`config.mk`:
```
export PLATFORM = sky130hd
export DESIGN_NAME = csc_clock_stop_ctrl
export DESIGN_NICKNAME = d
export VERILOG_FILES = /design/src/csc_pkg.sv /design/src/csc_clock_stop_ctrl.sv
export VERILOG_INCLUDE_DIRS = /design/src
export SDC_FILE = /design/constraint.sdc
export NUM_CORES = 1
export LEC_CHECK = 0
export ABC_AREA = 1
export BUFFER_PORTS_ARGS = -buffer_cell sky130_fd_sc_hd__buf_4
export CORE_ASPECT_RATIO = 1.2
export CORE_UTILIZATION = 40
export CTS_CLUSTER_DIAMETER = 80
export CTS_CLUSTER_SIZE = 12
export DETAILED_ROUTE_END_ITERATION = 8
export PLACE_DENSITY_LB_ADDON = 0.25
export SYNTH_ARGS = -nofsm -noshare
export SYNTH_HDL_FRONTEND = slang
export SYNTH_SLANG_ARGS = --single-unit
```
`constraint.sdc`:
```
create_clock -name mclk -period 2.1 [get_ports mclk]
set_input_delay 0.21 -clock mclk [delete_from_list [all_inputs] [get_ports mclk]]
set_output_delay 0.21 -clock mclk [all_outputs]
set_load 0.005 [all_outputs]
```
`src/csc_defines.svh`:
```
// Timing and phase constants for the clock and stop control block.
`ifndef CSC_DEFINES_SVH
`define CSC_DEFINES_SVH
// Oscillator to system clock divide ratio.
`define CSC_DIV_RATIO 4
// Phase count at which the system clock goes high, and its reset value.
`define CSC_PHASE_HIGH 2'h2
`define CSC_PHASE_RST 2'h0
// Longest stretch the partner may apply, in nanoseconds.
`define CSC_MAX_STRETCH_NS 4500
`define CSC_CLK_NS 4
`define CSC_MAX_STRETCH_CYC (`CSC_MAX_STRETCH_NS / `CSC_CLK_NS)
`endif

```
`src/csc_pkg.sv`:
```
// Types shared by the clock and stop control block.
package csc_pkg;
  typedef enum logic [2:0]
  {
    CSC_RUN = 3'h0,
    CSC_STACK = 3'h1,
    CSC_WAIT = 3'h2,
    CSC_VECTOR = 3'h3,
    CSC_HALT = 3'h4
  } csc_state_type;
endpackage

```
`src/csc_clock_stop_ctrl.sv`:
```
// Clock divider, stretch control and halt/wait sequencing.
`timescale 1ns/1ns
`include "csc_defines.svh"

module csc_clock_stop_ctrl
#(
  parameter int STACK_CYCLES = 7
)
(
  // Clock and reset; mclk is the oscillator input.
  input wire logic mclk,
  input wire logic srst,
  // Oscillator output, always held low; no crystal drive.
  output logic osc_out,
  // System clock and control pins from outside.
  output logic sys_clk,
  input wire logic slow_memory_hold,
  input wire logic stop_req_n,
  input wire logic irq_n,
  // Sequencer interface from the instruction engine.
  input wire logic instr_end,
  input wire logic sleep_fetch_done,
  input wire logic vector_fetch_done,
  input wire logic [15:0] next_addr,
  // Bus status and interrupt accept outputs.
  output logic bus_released,
  output logic address_valid,
  output logic [15:0] addr_out,
  output logic irq_take
);
  import csc_pkg::*;

  initial
  begin
    if (STACK_CYCLES < 1 || STACK_CYCLES > 255)
      $error("STACK_CYCLES out of range");
  end

  // Pin synchronisers, two flops each.
  logic [1:0] hold_s1_reg, stop_s1_reg, irq_s1_reg;
  logic hold_reg, stop_n_reg, irq_n_reg;
  always_ff @(posedge mclk)
  begin
    hold_s1_reg <= {hold_s1_reg[0], slow_memory_hold};
    stop_s1_reg <= {stop_s1_reg[0], stop_req_n};
    irq_s1_reg <= {irq_s1_reg[0], irq_n};
  end
  assign hold_reg = hold_s1_reg[1];
  assign stop_n_reg = stop_s1_reg[1];
  assign irq_n_reg = irq_s1_reg[1];

  // Phase counter and clock register next values.
  logic [1:0] phase_reg, phase_next;
  logic clk_reg, clk_next;
  logic stall_reg, stall_next;
  logic phase_step;
  always_comb
  begin
    phase_next = phase_reg;
    stall_next = 1'b0;
    phase_step = 1'b1;
    // stretch half period
    // A low hold stalls at a half-period boundary; every stall lasts two
    // oscillator cycles, so the clock only ever grows by whole half periods.
    if (phase_reg[0] && (!hold_reg || stall_reg))
    begin
      phase_step = 1'b0;
      stall_next = !stall_reg;
    end
    if (phase_step)
      phase_next = phase_reg + 2'h1;
    clk_next = (phase_next >= `CSC_PHASE_HIGH);
  end

  always_ff @(posedge mclk)
  begin
    if (srst)
    begin
      phase_reg <= `CSC_PHASE_RST;
      clk_reg <= 1'b0;
      stall_reg <= 1'b0;
    end
    else
    begin
      phase_reg <= phase_next;
      clk_reg <= clk_next;
      stall_reg <= stall_next;
    end
  end

  assign sys_clk = clk_reg;
  // oscillator output left idle with an external clock.
  assign osc_out = 1'b0;

  // Cycle boundary: end of a system clock period.
  logic cyc_end;
  assign cyc_end = (phase_reg == 2'h3) && phase_step;

  // Sequencer state.
  csc_state_type state_reg, state_next;
  logic [7:0] cnt_reg, cnt_next;
  logic irq_pend_reg, irq_pend_next;
  logic take_reg, take_next;
  logic [15:0] addr_reg, addr_next;
  always_comb
  begin
    state_next = state_reg;
    cnt_next = cnt_reg;
    take_next = 1'b0;
    addr_next = addr_reg;
    irq_pend_next = irq_pend_reg;
    if (state_reg != CSC_HALT)
      addr_next = next_addr;
    case (state_reg)
      CSC_RUN:
      begin
        if (sleep_fetch_done)
        begin
          state_next = CSC_STACK;
          cnt_next = 8'(STACK_CYCLES);
        end
        else if (instr_end && !stop_n_reg)
          state_next = CSC_HALT;
        else if (instr_end && irq_pend_reg)
        begin
          take_next = 1'b1;
          irq_pend_next = 1'b0;
        end
      end
      CSC_STACK:
      begin
        if (cyc_end)
        begin
          cnt_next = cnt_reg - 8'h1;
          if (cnt_reg == 8'h1)
            state_next = CSC_WAIT;
        end
      end
      CSC_WAIT:
      begin
        if (irq_pend_reg)
        begin
          take_next = 1'b1;
          irq_pend_next = 1'b0;
          state_next = CSC_VECTOR;
        end
      end
      CSC_VECTOR:
      begin
        if (vector_fetch_done)
          state_next = stop_n_reg ? CSC_RUN : CSC_HALT;
      end
      CSC_HALT:
      begin
        if (stop_n_reg)
          state_next = CSC_RUN;
      end
      default:
        state_next = CSC_RUN;
    endcase
    // latch interrupts
    // A request still present wins over the clear of an accepted one.
    if (!irq_n_reg)
      irq_pend_next = 1'b1;
  end

  always_ff @(posedge mclk)
  begin
    if (srst)
    begin
      state_reg <= CSC_RUN;
      cnt_reg <= 8'h0;
      irq_pend_reg <= 1'b0;
      take_reg <= 1'b0;
      addr_reg <= 16'h0;
    end
    else
    begin
      state_reg <= state_next;
      cnt_reg <= cnt_next;
      irq_pend_reg <= irq_pend_next;
      take_reg <= take_next;
      addr_reg <= addr_next;
    end
  end

  assign bus_released = (state_reg == CSC_HALT) || (state_reg == CSC_WAIT);
  assign address_valid = !bus_released;
  assign addr_out = addr_reg;
  assign irq_take = take_reg;

  // Assertions.
  property p_div4;
    @(posedge mclk) disable iff (srst)
    $rose(clk_reg) && hold_reg ##1 hold_reg[*3] |=> $rose(clk_reg);
  endproperty
  a_div4: assert property (p_div4) else $error("clock period wrong");

  property p_stretch;
    @(posedge mclk) disable iff (srst)
    (phase_reg[0] && !hold_reg) |=> $stable(clk_reg);
  endproperty
  a_stretch: assert property (p_stretch) else $error("stretch failed");

  property p_normal;
    @(posedge mclk) disable iff (srst)
    hold_reg && !stall_reg |=> phase_reg != $past(phase_reg);
  endproperty
  a_normal: assert property (p_normal) else $error("clock stalled");

  property p_halt_bus;
    @(posedge mclk) disable iff (srst)
    state_reg == CSC_HALT |-> bus_released && !address_valid
      && (($past(state_reg) != CSC_HALT) || $stable(addr_out));
  endproperty
  a_halt_bus: assert property (p_halt_bus) else $error("halt bus wrong");

  property p_halt_entry;
    @(posedge mclk) disable iff (srst)
    state_reg == CSC_RUN && !sleep_fetch_done && instr_end && !stop_n_reg
      |=> state_reg == CSC_HALT;
  endproperty
  a_halt_entry: assert property (p_halt_entry) else $error("no halt");

  property p_sleep_ignore;
    @(posedge mclk) disable iff (srst)
    state_reg == CSC_STACK |=> state_reg inside {CSC_STACK, CSC_WAIT};
  endproperty
  a_sleep_ignore: assert property (p_sleep_ignore) else $error("stop taken");

  property p_wake;
    @(posedge mclk) disable iff (srst)
    state_reg == CSC_WAIT && irq_pend_reg |=> state_reg == CSC_VECTOR && irq_take;
  endproperty
  a_wake: assert property (p_wake) else $error("wake missed");

  property p_vec_halt;
    @(posedge mclk) disable iff (srst)
    state_reg == CSC_VECTOR && vector_fetch_done && !stop_n_reg
      |=> state_reg == CSC_HALT;
  endproperty
  a_vec_halt: assert property (p_vec_halt) else $error("no halt after vector");

  property p_latch;
    @(posedge mclk) disable iff (srst)
    !irq_n_reg && state_reg == CSC_HALT |=> irq_pend_reg && !irq_take;
  endproperty
  a_latch: assert property (p_latch) else $error("irq lost in halt");

  property p_wait_ba;
    @(posedge mclk) disable iff (srst)
    state_reg == CSC_WAIT |-> bus_released && !address_valid
      && ($past(state_reg) inside {CSC_STACK, CSC_WAIT});
  endproperty
  a_wait_ba: assert property (p_wait_ba) else $error("wait without release");

  c_halt: cover property (@(posedge mclk) state_reg == CSC_HALT);
  c_wait: cover property (@(posedge mclk) state_reg == CSC_WAIT);
  c_vec_halt: cover property (@(posedge mclk)
    state_reg == CSC_VECTOR ##1 state_reg == CSC_HALT);
endmodule

```
==> results.ini <==
[status]
status=finished, final reports clean

[placement]
port_buffers=43
place_area_um2=2046
place_ws_ns=0.6657
post-dp-hpwl_um=2535
routabilityCongestion=0.8671

[cts]
cts.sinks=38
postCtsResizedCells=0
cts_setup_buffers=0
clock-root-buffer=clkbuf_8
cts.path.max_buffers=2
clkSlewWorstSetupHoldPaths_ns=0.08
clk_latency_ns=0.29
htree_num_levels=2
cts_buffers=5
cts_tree=done
cts_hold_buf=0

[route]
route.detailed.drc=0
viasPerCell=4.613
dr.first_iter.drc_count=46
ant_nets=0
wirelength_um=3430
drt-pass1-iter-count=4
drt-wirelength-per-cell_um=10.30
num_vias=1536

[grt]
antenna_found_initial=0
grt_use_total_pct=17.20
grt_pass1_wl_um=5796
grt-ovfl-total=0
grt_max_degree=24
grt_pass1_vias=1332

[synth]
synth_cell_types=29
synthAdderAreaFrac_pct=2.196
netlist_instances=236
muxShareOfSynthArea_pct=0
yosys.area_share.simple_pct=33.53
ys_seq_area_share_pct=44.51
synth_seq_cells=38
synth_compound_area_share_pct=9.590
synth-xor-area-share_pct=1.025
syn_avg_cell_area_um2=7.242
ys.warnings.count=0
syn_area_um2=1709
synth_top_family_by_area=simple AND/OR/NAND/NOR gates
syn_nets=263

[timing]
setup_viol=0
fin_ws_ns=0.3808
tns_ns=0
fin_hold_ws_ns=0.01943
finalClockSkew_ns=0.007835
fmax_mhz=581.7
maxSlewViolCount=0
rsz0062_at_grt=no
period_needed_ns=1.719
tightest_slew_ns=0.5832
finalHoldViolations=0
fin_crit_sh_pct=81.87
slew_headroom_pct=61.08

[min_path]
hold_path_depth=1
hp-class=input pin to flip-flop

[die]
die-area_um2=4539
die_h_um=73.61
fp.dieW_um=61.67
io_pins=45
initial_core_util_pct=42.69
coreArea_um2=4004
rows=25

[layout]
fillCellCount=437
area_growth_pct=25.04
layout_commonest_cell=nor2_1
finalNetCount=305
multi_input_area_um2=795.8
final_cell_mix=nor2_1 (64), buf_4 (43), dfxtp_1 (38)
num_antenna_cells=0
largest_reg_flops=16
fin_util_pct=53.37
fin_area_um2=2137
seqCellArea_um2=760.7
drive_gt1_share_pct=24.37

[setup_path]
required_ns=1.89
reg2reg_slack_ns=0.66
path_max_fanout=18
worstSetupPathType=flip-flop to output pin
cp-end-kind=output pin
start_kind=flip-flop
arrival_ns=1.51
ff2ff_path_depth=4

[run]
maxCapViolCount=0

[power_and_ir_drop]
leakagePower_nw=1.031
irDropWorstVdd_mv=0.5871
power_density_nw_per_um2=1209

[path summary, 6_finish.rpt]
kind,from,end
hold reg to reg,hold_s1_reg[0],hold_s1_reg[1]
setup reg to reg,state_reg[2],addr_out[0]
hold / removal,stop_req_n,stop_s1_reg[0]
setup / recovery,state_reg[1],address_valid
[worst max-delay path, cell delays in order, from the launching register on]
cell	delay, ns
dfxtp_1	0.57
nor2_2	0.10
nand2_2	0.27
nand2_1	0.12
inv_1	0.07
buf_4	0.10
[synthesized netlist by cell type]
library cell | n | area, um^2
a21oi_1 | 8 | 40.04
nand3_2 | 1 | 10.01
nor3_1 | 1 | 5.000
inv_1 | 18 | 67.56
buf_2 | 1 | 5.000
nand2_1 | 31 | 116.4
nor3_2 | 1 | 10.01
buf_4 | 2 | 15.01
inv_4 | 2 | 12.51
o21ai_0 | 9 | 45.04
dfxtp_1 | 38 | 760.7
nand3_1 | 16 | 80.08
o21ai_1 | 14 | 70.07
clkbuf_1 | 3 | 11.26
xor2_1 | 2 | 17.52
nor2_4 | 1 | 11.26
nand4_1 | 2 | 12.51
conb_1 | 1 | 3.750
o22a_1 | 1 | 8.760
nand2_2 | 2 | 12.51
nor2_8 | 1 | 20.02
ha_1 | 3 | 37.54
buf_6 | 2 | 22.52
nand2_4 | 2 | 22.52
nand3b_1 | 1 | 7.510
nor2_1 | 64 | 240.2
inv_2 | 4 | 15.01
clkinv_1 | 1 | 3.750
nor2_2 | 4 | 25.02
[routing by layer]
layer / vias to the layer above / global-route usage, % / share of wire (%)
li1: 821 / - / -
met1: 673 / 22.19 / 46
met2: 36 / 25.81 / 46
met3: 6 / 6.866 / 6.6
met4: 0 / 5.926 / 1.4
met5: - / 0 / 0
[power by group]
part	switching [mW]	total, mW	internal, mW
combinational	0.625	1.07	0.444
sequential	0.142	1.00	0.861
clock	0.248	0.513	0.265
[logic make-up after synthesis]
logic type,after synthesis
and+or+nand+nor,127
DFF,38
buffers and inverters,33
AOI/OAI and AO/OA,32
adders and majority gates,3
xor gates and xnor gates,2
other,1
[stage by stage]
step	cells	total power, mW
6_report	333	2.584
4_1_cts	333	2.614
2_1_floorplan	236	1.809
5_1_grt	333	2.815
3_5_place_dp	325	2.091
3_3_place_gp	325	2.081
[final cells by class]
| type | count | area share [%] |
|---|---|---|
| multi-input combinational | 165 | 37.24 |
| sequential | 38 | 35.60 |
| timing repair buffer | 43 | 15.11 |
| inverter | 25 | 4.625 |
| clock buffer | 7 | 4.040 |
| tap | 54 | 3.162 |
| clock inverter | 1 | 0.2342 |
(Power assumes the default switching activity.)
